[src/common/mirq_pkg.sv]
// mirq_pkg: register map, field positions and types of the interrupt logic.
// assumes an apb slave with 32-bit data; registers sit in the low byte.
package mirq_pkg;
    localparam int ADDR_W = 12;
    localparam logic [ADDR_W-1:0] OFF_EDGE = 12'h000;
    localparam logic [ADDR_W-1:0] OFF_CTRL_A = 12'h004;
    localparam logic [ADDR_W-1:0] OFF_CTRL_B = 12'h008;
    localparam logic [ADDR_W-1:0] OFF_GROUP = 12'h00c;
    localparam logic [7:0] RST_REG = 8'h00;
    // writable masks
    localparam logic [7:0] MASK_EDGE = 8'h03;
    localparam logic [7:0] MASK_CTRL_A = 8'h7f;
    localparam logic [7:0] MASK_CTRL_B = 8'hff;
    localparam logic [7:0] MASK_GROUP = 8'h55;
    // primary_irq_ctrl_a bits
    localparam int A_T0F = 6;
    localparam int A_ACF = 5;
    localparam int A_EXF = 4;
    localparam int A_T0E = 3;
    localparam int A_ACE = 2;
    localparam int A_EXE = 1;
    localparam int A_GIE = 0;
    // primary_irq_ctrl_b bits
    localparam int B_LVF = 7;
    localparam int B_MFF = 6;
    localparam int B_SIF = 5;
    localparam int B_T1F = 4;
    localparam int B_LVE = 3;
    localparam int B_MFE = 2;
    localparam int B_SIE = 1;
    localparam int B_T1E = 0;
    // grouped_irq_ctrl bits
    localparam int G_EEF = 6;
    localparam int G_ADF = 4;
    localparam int G_EEE = 2;
    localparam int G_ADE = 0;
    // edge select codes
    localparam logic [1:0] EDGE_OFF = 2'h0;
    localparam logic [1:0] EDGE_RISE = 2'h1;
    localparam logic [1:0] EDGE_FALL = 2'h2;
    localparam logic [1:0] EDGE_BOTH = 2'h3;
    // source request strobes from internal peripherals
    typedef struct packed {
        logic timer0;
        logic timer1;
        logic auto_conv;
        logic serial_if;
        logic low_volt;
        logic eeprom;
        logic adc;
    } mirq_src_t;
    typedef struct packed {
        logic [ADDR_W-1:0] paddr;
        logic psel;
        logic penable;
        logic pwrite;
        logic [31:0] pwdata;
    } mirq_apb_req_t;
    // service vector: one code per source, highest priority first
    typedef enum logic [3:0] {
        VEC_NONE = 4'h0,
        VEC_EXT = 4'h1,
        VEC_T0 = 4'h2,
        VEC_ACC = 4'h3,
        VEC_T1 = 4'h4,
        VEC_SIM = 4'h5,
        VEC_LVD = 4'h6,
        VEC_EE = 4'h7,
        VEC_AD = 4'h8
    } mirq_vec_t;
    typedef enum logic [1:0] {
        ST_RUN = 2'b00,
        ST_SERVICE = 2'b01
    } mirq_state_t;
endpackage : mirq_pkg

[src/core/mirq_core.sv]
// mirq_core: flags, enables, edge detector and service request of the
// microcontroller interrupt logic, with an apb register slave.
// assumes source strobes are one-cycle pulses on clk; ext pin is async.
`timescale 1ns/1ps
module mirq_core
    import mirq_pkg::*;
(
    // clock and reset
    input wire logic clk,
    input wire logic rst,
    // apb slave
    input wire mirq_pkg::mirq_apb_req_t apb_req,
    output logic [31:0] prdata,
    output logic pready,
    output logic pslverr,
    // request sources
    input wire logic ext_pin,
    input wire mirq_pkg::mirq_src_t src,
    // cpu side
    input wire logic service_ack,
    output logic suspend_main,
    output mirq_pkg::mirq_vec_t service_vec
);
    import mirq_pkg::*;

    logic [7:0] external_edge_config;
    logic [7:0] primary_irq_ctrl_a;
    logic [7:0] primary_irq_ctrl_b;
    logic [7:0] grouped_irq_ctrl;
    logic [2:0] pin_sync;
    logic pin_level;
    logic ext_event;
    logic wr_stb;
    logic rd_stb;
    logic [7:0] wdata;
    logic hit_edge;
    logic hit_a;
    logic hit_b;
    logic hit_g;
    logic grp_pending;
    mirq_vec_t next_vec;
    mirq_state_t state;
    mirq_vec_t taken;

    // merge a register write with hardware sets; set wins over clear
    function automatic logic [7:0] reg_update(
        input logic [7:0] cur,
        input logic wr,
        input logic [7:0] wd,
        input logic [7:0] mask,
        input logic [7:0] hw_set,
        input logic [7:0] hw_clr
    );
        logic [7:0] v;
        v = wr ? (wd & mask) : cur;
        v = v & ~hw_clr;
        return (v | hw_set) & mask;
    endfunction : reg_update

    // apb decode; zero wait state, every access completes at once
    assign wr_stb = apb_req.psel & apb_req.penable & apb_req.pwrite;
    assign rd_stb = apb_req.psel & ~apb_req.pwrite;
    assign wdata = apb_req.pwdata[7:0];
    assign hit_edge = apb_req.paddr == OFF_EDGE;
    assign hit_a = apb_req.paddr == OFF_CTRL_A;
    assign hit_b = apb_req.paddr == OFF_CTRL_B;
    assign hit_g = apb_req.paddr == OFF_GROUP;
    assign pready = 1'b1;
    assign pslverr = apb_req.psel & apb_req.penable
        & ~(hit_edge | hit_a | hit_b | hit_g);

    always_ff @(posedge clk)
    begin
        if (rst)
            prdata <= '0;
        else if (rd_stb & ~apb_req.penable)
        begin
            prdata <= '0;
            if (hit_edge)
                prdata[7:0] <= external_edge_config & MASK_EDGE;
            else if (hit_a)
                prdata[7:0] <= primary_irq_ctrl_a & MASK_CTRL_A;
            else if (hit_b)
                prdata[7:0] <= primary_irq_ctrl_b;
            else if (hit_g)
                prdata[7:0] <= grouped_irq_ctrl & MASK_GROUP;
        end
    end

    // three-stage pin sync; stage 0 feeds stage 1 only
    always_ff @(posedge clk)
    begin
        if (rst)
        begin
            pin_sync <= 3'h0;
            pin_level <= 1'b0;
        end
        else
        begin
            pin_sync <= {pin_sync[1:0], ext_pin};
            if (pin_sync[1] == pin_sync[2])
                pin_level <= pin_sync[2];
        end
    end

    // edge detect on the agreed level
    always_comb
    begin
        case (external_edge_config[1:0])
            EDGE_RISE: ext_event = pin_sync[2] & pin_sync[1] & ~pin_level;
            EDGE_FALL: ext_event = ~pin_sync[2] & ~pin_sync[1] & pin_level;
            EDGE_BOTH: ext_event = (pin_sync[2] == pin_sync[1])
                & (pin_sync[2] != pin_level);
            default: ext_event = 1'b0;
        endcase
    end

    always_ff @(posedge clk)
    begin
        if (rst)
            external_edge_config <= RST_REG;
        else
            external_edge_config <= reg_update(external_edge_config,
                wr_stb & hit_edge, wdata, MASK_EDGE, 8'h00, 8'h00);
    end

    // acknowledge clears the serviced flag, hardware sets still win
    logic [7:0] set_a;
    logic [7:0] clr_a;
    logic [7:0] set_b;
    logic [7:0] clr_b;
    logic [7:0] set_g;
    logic [7:0] clr_g;
    logic ack_now;
    assign ack_now = (state == ST_SERVICE) & service_ack;
    always_comb
    begin
        set_a = '0;
        clr_a = '0;
        set_b = '0;
        clr_b = '0;
        set_g = '0;
        clr_g = '0;
        set_a[A_T0F] = src.timer0;
        set_a[A_ACF] = src.auto_conv;
        set_a[A_EXF] = ext_event;
        set_b[B_LVF] = src.low_volt;
        set_b[B_SIF] = src.serial_if;
        set_b[B_T1F] = src.timer1;
        set_b[B_MFF] = grp_pending;
        set_g[G_EEF] = src.eeprom;
        set_g[G_ADF] = src.adc;
        if (ack_now)
        begin
            clr_a[A_EXF] = taken == VEC_EXT;
            clr_a[A_T0F] = taken == VEC_T0;
            clr_a[A_ACF] = taken == VEC_ACC;
            clr_b[B_T1F] = taken == VEC_T1;
            clr_b[B_SIF] = taken == VEC_SIM;
            clr_b[B_LVF] = taken == VEC_LVD;
            clr_g[G_EEF] = taken == VEC_EE;
            clr_g[G_ADF] = taken == VEC_AD;
        end
    end

    // grouped flag is set by any enabled pending sub-request
    assign grp_pending = (grouped_irq_ctrl[G_EEF] & grouped_irq_ctrl[G_EEE])
        | (grouped_irq_ctrl[G_ADF] & grouped_irq_ctrl[G_ADE]);

    always_ff @(posedge clk)
    begin
        if (rst)
        begin
            primary_irq_ctrl_a <= RST_REG;
            primary_irq_ctrl_b <= RST_REG;
            grouped_irq_ctrl <= RST_REG;
        end
        else
        begin
            primary_irq_ctrl_a <= reg_update(primary_irq_ctrl_a,
                wr_stb & hit_a, wdata, MASK_CTRL_A, set_a, clr_a);
            primary_irq_ctrl_b <= reg_update(primary_irq_ctrl_b,
                wr_stb & hit_b, wdata, MASK_CTRL_B, set_b, clr_b);
            grouped_irq_ctrl <= reg_update(grouped_irq_ctrl,
                wr_stb & hit_g, wdata, MASK_GROUP, set_g, clr_g);
        end
    end

    // fixed priority pick among serviceable sources
    always_comb
    begin
        next_vec = VEC_NONE;
        if (primary_irq_ctrl_a[A_GIE])
        begin
            if (primary_irq_ctrl_a[A_EXF] & primary_irq_ctrl_a[A_EXE])
                next_vec = VEC_EXT;
            else if (primary_irq_ctrl_a[A_T0F] & primary_irq_ctrl_a[A_T0E])
                next_vec = VEC_T0;
            else if (primary_irq_ctrl_a[A_ACF] & primary_irq_ctrl_a[A_ACE])
                next_vec = VEC_ACC;
            else if (primary_irq_ctrl_b[B_T1F] & primary_irq_ctrl_b[B_T1E])
                next_vec = VEC_T1;
            else if (primary_irq_ctrl_b[B_SIF] & primary_irq_ctrl_b[B_SIE])
                next_vec = VEC_SIM;
            else if (primary_irq_ctrl_b[B_LVF] & primary_irq_ctrl_b[B_LVE])
                next_vec = VEC_LVD;
            else if (primary_irq_ctrl_b[B_MFF] & primary_irq_ctrl_b[B_MFE])
            begin
                if (grouped_irq_ctrl[G_EEF] & grouped_irq_ctrl[G_EEE])
                    next_vec = VEC_EE;
                else if (grouped_irq_ctrl[G_ADF] & grouped_irq_ctrl[G_ADE])
                    next_vec = VEC_AD;
            end
        end
    end

    // service sequencer; one request held until the cpu acknowledges
    always_ff @(posedge clk)
    begin
        if (rst)
        begin
            state <= ST_RUN;
            taken <= VEC_NONE;
        end
        else
        begin
            case (state)
                ST_RUN:
                    if (next_vec != VEC_NONE)
                    begin
                        state <= ST_SERVICE;
                        taken <= next_vec;
                    end
                ST_SERVICE:
                    if (service_ack)
                    begin
                        state <= ST_RUN;
                        taken <= VEC_NONE;
                    end
                default:
                    state <= ST_RUN;
            endcase
        end
    end

    assign suspend_main = state == ST_SERVICE;
    assign service_vec = taken;

    a_edge_masked: assert property (@(posedge clk) disable iff (rst)
        external_edge_config[7:2] == 6'h00)
        else $error("edge register upper bits not zero");
    a_ext_off: assert property (@(posedge clk) disable iff (rst)
        external_edge_config[1:0] == EDGE_OFF |-> !ext_event)
        else $error("ext event while detection off");
    a_rise_flag: assert property (@(posedge clk) disable iff (rst)
        ext_event |=> primary_irq_ctrl_a[A_EXF])
        else $error("ext flag not set by edge");
    a_a_bit7: assert property (@(posedge clk) disable iff (rst)
        !primary_irq_ctrl_a[7])
        else $error("register a bit 7 set");
    a_group_odd: assert property (@(posedge clk) disable iff (rst)
        (grouped_irq_ctrl & ~MASK_GROUP) == 8'h00)
        else $error("grouped odd bits set");
    a_mff_follow: assert property (@(posedge clk) disable iff (rst)
        grp_pending |=> primary_irq_ctrl_b[B_MFF])
        else $error("grouped flag not raised");
    a_gie_gate: assert property (@(posedge clk) disable iff (rst)
        $rose(suspend_main) |-> $past(primary_irq_ctrl_a[A_GIE]))
        else $error("service without global enable");
    a_service_hold: assert property (@(posedge clk) disable iff (rst)
        suspend_main && !service_ack |=> suspend_main)
        else $error("service dropped before ack");
    // checked one edge after each reset cycle; the first edge sees unknowns
    a_reset_zero: assert property (@(posedge clk)
        rst |=> primary_irq_ctrl_a == 8'h00 && primary_irq_ctrl_b == 8'h00
        && grouped_irq_ctrl == 8'h00
        && external_edge_config == 8'h00)
        else $error("registers not zero after reset");
    a_vec_hold: assert property (@(posedge clk) disable iff (rst)
        suspend_main && !service_ack |=> $stable(service_vec))
        else $error("service vector changed before ack");
    a_t1_flag: assert property (@(posedge clk) disable iff (rst)
        src.timer1 |=> primary_irq_ctrl_b[B_T1F])
        else $error("timer1 flag not set");
    c_ext_service: cover property (@(posedge clk) disable iff (rst)
        ext_event ##[1:4] (service_vec == VEC_EXT));
    c_grouped: cover property (@(posedge clk) disable iff (rst)
        service_vec == VEC_AD);
    c_ack: cover property (@(posedge clk) disable iff (rst)
        suspend_main ##1 service_ack ##1 !suspend_main);
endmodule : mirq_core

[config.mk]
export PLATFORM = sky130hd
export DESIGN_NAME = mirq_core
export DESIGN_NICKNAME = d
export VERILOG_FILES = /design/src/common/mirq_pkg.sv /design/src/core/mirq_core.sv
export SDC_FILE = /design/constraint.sdc
export NUM_CORES = 1
export LEC_CHECK = 0
export BUFFER_PORTS_ARGS = -buffer_cell sky130_fd_sc_hd__buf_2
export CAP_MARGIN = 20
export CORE_MARGIN = 2
export CORE_UTILIZATION = 45
export CTS_BUF_LIST = sky130_fd_sc_hd__clkbuf_8 sky130_fd_sc_hd__clkbuf_16
export DETAILED_ROUTE_END_ITERATION = 6
export PLACE_DENSITY = 0.84
export SLEW_MARGIN = 20
export SYNTH_ARGS = -nofsm -noshare
export SYNTH_HDL_FRONTEND = slang
export SYNTH_SLANG_ARGS = --single-unit
export TNS_END_PERCENT = 50
[constraint.sdc]
create_clock -name clk -period 3.15 [get_ports clk]
set_clock_uncertainty 0.15 [all_clocks]
set_input_delay 0 -clock clk [delete_from_list [all_inputs] [get_ports clk]]
set_output_delay 0 -clock clk [all_outputs]
set_load 0.02 [all_outputs]
==> results of run 1 <==
==> layout by cell type, fill, tap and decap left out, types with 3 or more instances in the layout <==
| master | count |
|---|---|
| o2111ai_1 | 7 |
| dlygate4sd3_1 | 28 |
| o21ai_0 | 13 |
| buf_2 | 47 |
| nand2_1 | 30 |
| mux2_2 | 4 |
| nand3_1 | 18 |
| mux2i_1 | 3 |
| nand4_1 | 8 |
| a22oi_1 | 7 |
| nand2b_1 | 6 |
| clkbuf_8 | 6 |
| a21oi_1 | 25 |
| a22o_1 | 5 |
| nor2_1 | 13 |
| conb_1 | 25 |
| a32o_1 | 3 |
| dfxtp_1 | 38 |
| nor2b_1 | 9 |
| inv_1 | 6 |
==> power by group through the flow <==
stage,clock network [W],registers [W],logic (W)
finish,0.000337,0.000508,0.000153
floorplan,0,0.000517,0.000106
detailed placement,0,0.000518,0.000123
global placement,0,0.000518,0.000121
CTS,0.000339,0.000507,0.000151
global route,0.000356,0.000509,0.000167
==> cell families (layout without fill, tap and decap cells) <==
group                      Yosys count  count (layout)
AOI/OAI and AO/OA                   74              74
adders and majority gates            2               2
buffers and inverters               46              88
DFF                                 38              38
muxes                                8               8
other                                2              25
and+or+nand+nor                    107             107
==> through the flow <==
stage | util | hold slack [ps] | setup WS [ps] | cell area, um^2 | total power [W]
after global routing | 0.583 | 109 | 277 | 2770 | 0.00103
final | 0.583 | 64.4 | 332 | 2770 | 0.000998
after detailed placement | 0.506 | 74.0 | 849 | 2410 | 0.000641
after floorplan | - | -28.0 | 1140 | 2330 | 0.000623
after global placement | 0.506 | 58.3 | 872 | 2410 | 0.000639
after CTS | 0.583 | 61.6 | 378 | 2770 | 0.000997
==> registers in the layout, summed over array words and instances (netlist names) <==
register	flops
pin_sync	3
primary_irq_ctrl_b	8
primary_irq_ctrl_a	7
state	1
grouped_irq_ctrl	4
external_edge_config	2
service_vec	4
prdata	8
pin_level	1
==> per-layer routing <==
metal	GRT usage	vias to the layer above
met1	0.274	1062
met2	0.344	93
met5	0	-
met4	0.101	0
met3	0.0393	6
li1	-	1102
==> area by class of cell <==
type                            count  area, um^2  area share
Clock buffer                        6        82.6      0.0298
Multi-Input combinational cell    216        1300       0.468
Inverter                            6        22.5     0.00813
Tap cell                           67        83.8      0.0303
Sequential cell                    38         761       0.275
Timing Repair Buffer               76         523       0.189
==> how the worst max path moves through the flow <==
stage	to	depth (start not counted)	slack (ps)
3_5_place_dp	grouped_irq_ctrl[4]	5	850
2_1_floorplan	primary_irq_ctrl_b[4]	7	1140
6_report	grouped_irq_ctrl[4]	7	330
5_1_grt	grouped_irq_ctrl[4]	7	280
4_1_cts	grouped_irq_ctrl[4]	7	380
3_3_place_gp	grouped_irq_ctrl[4]	5	870
==> repair_timing <==
action / 4_1_cts / 5_1_grt
setup endpoints to repair: 0 / 0
hold buffers: 28 / 0
endpoints found under the hold margin: 25 / 0
==> worst reg2reg max path, delay by kind of cell (launching register included) <==
| family | cells | cell delay (ps) |
|---|---|---|
| DFF | 1 | 500 |
| buffers and inverters | 1 | 550 |
| and+or+nand+nor | 4 | 920 |
==> results.yml, run 1 <==
grt:
  grt_max_degree: 37
  grt.overflow.total: 0
  grt_pass1_vias: 2012
  track_usage: 0.213
  grt_pass1_wl_um: 9070
  antenna_found_initial: 0
synthesis:
  synth_top_family_by_area: "simple AND/OR/NAND/NOR gates"
  async_flop_share: 0
  synthSimpleGateAreaFrac: 0.263
  post-synth-top-count-cell: "dfxtp_1"
  synth.top_cells.by_count: "dfxtp_1, nand2_1, a21oi_1, buf_4, nand3_1"
  synthCells: 277
  muxShareOfSynthArea: 0.0435
  netlist_area_um2: 2240
  synthXorXnorAreaFrac: 0
  synthAdderAreaFrac: 0.0112
  synth_edf_count: 0
  synth.distinct_cells: 52
  synth-compound-area-share: 0.219
  yosys_warnings: 0
  yosysSeqAreaShare: 0.339
  yosysTopAreaCell: "dfxtp_1"
  synthTopCellsByArea: "dfxtp_1, buf_4, a21oi_1"
  netlist.area_leader.share: 0.339
  avgSynthCellArea_um2: 8.09
  ys_ff_latch: 38
  yosys_most_used_dff: "dfxtp_1"
worst_hold_path:
  hold_class: "in2reg"
  hp-start: "rst"
  holdPathStages: 2
  whs_endpoint: "pin_level"
power_and_ir_drop:
  combPwrFrac: 0.154
  swShare: 0.271
  pwr-share-clk: 0.337
  power.density_nw_per_um2: 360
  seqPwrFrac: 0.509
  intPower_w: 0.000727
  netSwitchingPower_w: 0.000271
  peakVddDrop_v: 0.000152
  leakagePower_nw: 1.12
finish:
  n_fill_cell: 439
  stdcell_count: 409
  diodes: 0
  finalNetCount: 403
  layout-drive-gt1-share: 0.199
  syn2layout_area_growth_pct: 23.5
outcome:
  outcome: "finished, final reports clean"
setup_path:
  crit_arrival_ps: 2910
  startpoint: "apb_req[46]"
  critical-path-top-delay-family: "simple AND/OR/NAND/NOR gates"
  cp_slowest_cell: "or4_4"
  rr_worst_depth: 5
  cp_data_required_time_ps: 3240
  rrSetupSlack_ps: 930
  end_kind: "flip-flop"
  startpoint_type: "input port"
  crit_chain: "dlygate4sd3_1 -> buf_2 -> or2_2 -> or4_4 -> or4b_1 -> nand3_1 -> dlygate4sd3_1"
  cp_num_buf_inv: 3
  rr_startpoint: "state[0]"
  path_max_fanout: 21
  max_stage_delay_ps: 690
  r2r_end: "primary_irq_ctrl_a[5]"
  crit_top_cell: "dlygate4sd3_1"
  worstSetupPathType: "in2reg"
routing:
  vias: 2263
  wl_per_cell_um: 13.9
  drt_first_pass_iters: 5
  vias_per_cell: 5.53
  drc: 0
  wl_met2_um: 2800
  met3_length_um: 383
  dr.max_layer_used: "met4"
  wl_met1_um: 2450
  totalWireLength_um: 5700
  first_iter_violations: 199
  ant_nets: 0
cts:
  clkSlewWorstSetupHoldPaths_ps: 70
  cts_setup_buffers: 0
  cts.sinks: 38
  cts_buffers: 5
  cts_tree: "built"
  clockRootBuffer: "clkbuf_8"
  cts_resized: 0
  h-tree-depth: 2
  clockBufferDepth: 2
  clk_latency_ps: 300
timing:
  rsz0062_at_grt: "no"
  hold_viol_final: 0
  max_slew_margin: 0.374
  setup_viol: 0
  fin_tns_setup_ps: 0
  fmax_mhz: 355
  finalMaxSlewViolations: 0
  worstMarginPinSlew_ps: 932
  period_share: 0.895
  period_needed_ps: 2820
floorplanning:
  die-area_um2: 5560
  initial_core_util: 0.472
  die_height_um: 74.6
  die_w_um: 74.6
  num_io_pins: 97
  rows: 25
  core_um2: 4750
place:
  routabilityCongestion: 0.854
  port_buffers: 47
  placed_cells: 375
  hpwl_um: 3960
flow_run:
  cap_violations: 0
Power figures use the tool's default switching activity.
==> inputs of run 2 (changes only) <==
--- a/config.mk
+++ b/config.mk
@@ -11,8 +11,8 @@
 export CORE_UTILIZATION = 45
 export CTS_BUF_LIST = sky130_fd_sc_hd__clkbuf_8 sky130_fd_sc_hd__clkbuf_16
 export DETAILED_ROUTE_END_ITERATION = 6
-export PLACE_DENSITY = 0.84
-export SLEW_MARGIN = 20
+export PLACE_DENSITY = 0.82
+export SETUP_SLACK_MARGIN = 0.15
 export SYNTH_ARGS = -nofsm -noshare
 export SYNTH_HDL_FRONTEND = slang
 export SYNTH_SLANG_ARGS = --single-unit
==> results.yml, run 2 (same netlist as run 1, synthesis figures left out) <==
setup_path:
  cp_data_required_time_ps: 3240
  rrSetupSlack_ps: 930
  crit_arrival_ps: 2640
  path_max_fanout: 21
  end_kind: "flip-flop"
  startpoint_type: "input port"
  worstSetupPathType: "in2reg"
outcome:
  outcome: "finished, final reports clean"
cts:
  cts_buffers: 5
  cts_setup_buffers: 0
  clk_latency_ps: 300
  clockRootBuffer: "clkbuf_8"
  h-tree-depth: 2
  clkSlewWorstSetupHoldPaths_ps: 80
  clockBufferDepth: 2
  cts_tree: "built"
  cts.sinks: 38
place:
  routabilityCongestion: 0.896
  port_buffers: 47
  hpwl_um: 4020
timing:
  finalMaxSlewViolations: 0
  fin_tns_setup_ps: 0
  period_needed_ps: 2550
  fmax_mhz: 393
  period_share: 0.808
  worstMarginPinSlew_ps: 922
  rsz0062_at_grt: "no"
  hold_viol_final: 0
  setup_viol: 0
  max_slew_margin: 0.380
floorplanning:
  die_height_um: 74.6
  num_io_pins: 97
  die-area_um2: 5560
  initial_core_util: 0.472
  rows: 25
  core_um2: 4750
  die_w_um: 74.6
finish:
  layout-drive-gt1-share: 0.208
  final_cell_mix: "buf_2, dfxtp_1, nand2_1"
  multi_input_area_um2: 1300
  diodes: 0
  largestRegisters: "prdata: 8 flops, primary_irq_ctrl_b: 8 flops, primary_irq_ctrl_a: 7 flops"
  syn2layout_area_growth_pct: 23.7
  fin_util: 0.583
  regArea_um2: 761
  n_fill_cell: 448
  final_common_cell: "buf_2"
  finalNetCount: 401
grt:
  antenna_found_initial: 0
  grt_pass1_vias: 1942
  track_usage: 0.214
  grt_pass1_wl_um: 9110
  grt_max_degree: 37
  grt.overflow.total: 0
worst_hold_path:
  hold_class: "in2reg"
routing:
  drc: 0
  ant_nets: 0
  wl_per_cell_um: 14.0
  vias: 2269
  totalWireLength_um: 5740
  vias_per_cell: 5.55
  first_iter_violations: 301
  drt_first_pass_iters: 5
power_and_ir_drop:
  power.density_nw_per_um2: 388
  leakagePower_nw: 1.13
  peakVddDrop_v: 0.000181
flow_run:
  cap_violations: 0
run 2: cell count changes in the layout (fill, tap and decap cells not counted), sizes merged:
cell and delta:
bufinv +1, clkinv +2, dlygate4sd3 -3, buf +1, clkbuf -1
run 2: where the power goes:
group,switching (W),leakage (nW),internal [W],total (W)
Sequential,0.0000151,0.309,0.000493,0.000508
Clock,0.000182,0.0579,0.000233,0.000415
Combinational,0.0000888,0.758,0.0000635,0.000152
run 2: path summary, 6_finish.rpt:
check / start / to / cells past startpoint
worst max-delay path: apb_req[36] / grouped_irq_ctrl[4] / 6
worst min-delay path: apb_req[45] / prdata[1] / 5
worst max register to register: state[0] / primary_irq_ctrl_a[5] / 5
worst min register to register: prdata[1] / prdata[1] / 2
run 2: through the flow:
stage | hold slack (ps) | setup slack (ps) | instance area (um^2) | cells | power, W
finish | 30.3 | 604 | 2770 | 409 | 0.00108
global route | 64.5 | 538 | 2770 | 409 | 0.00111
detailed placement | 66.4 | 839 | 2410 | 376 | 0.000642
CTS | 27.7 | 610 | 2770 | 409 | 0.00108
floorplan | -28.0 | 1140 | 2330 | 300 | 0.000623
global placement | 62.3 | 871 | 2410 | 376 | 0.000639
run 2: cell type report:
class	count	area share
multi-input cells	216	0.468
flip-flops and latches	38	0.274
repair buffers	74	0.180
well taps	67	0.0302
clock buffers	5	0.0248
clock inverters	3	0.0144
inverters	6	0.00812
run 2: layer usage:
layer,GRT usage,share of wire,vias up
met1,0.286,0.43,1048
met3,0.0474,0.066,15
met5,0,0,-
li1,-,-,1096
met4,0.0933,0.024,0
met2,0.331,0.48,110
run 2: timing repair:
| action | 4_1_cts | 5_1_grt |
|---|---|---|
| gates resized for setup | 0 | 0 |
| endpoints found under the hold margin | 25 | 0 |
| hold buffers | 25 | 0 |
run 2: worst max-delay path, stage by stage:
cell	delay [ps]
buf_2	100
or4_1	660
or4_4	690
or4b_1	550
nand3_1	90
dlygate4sd3_1	540
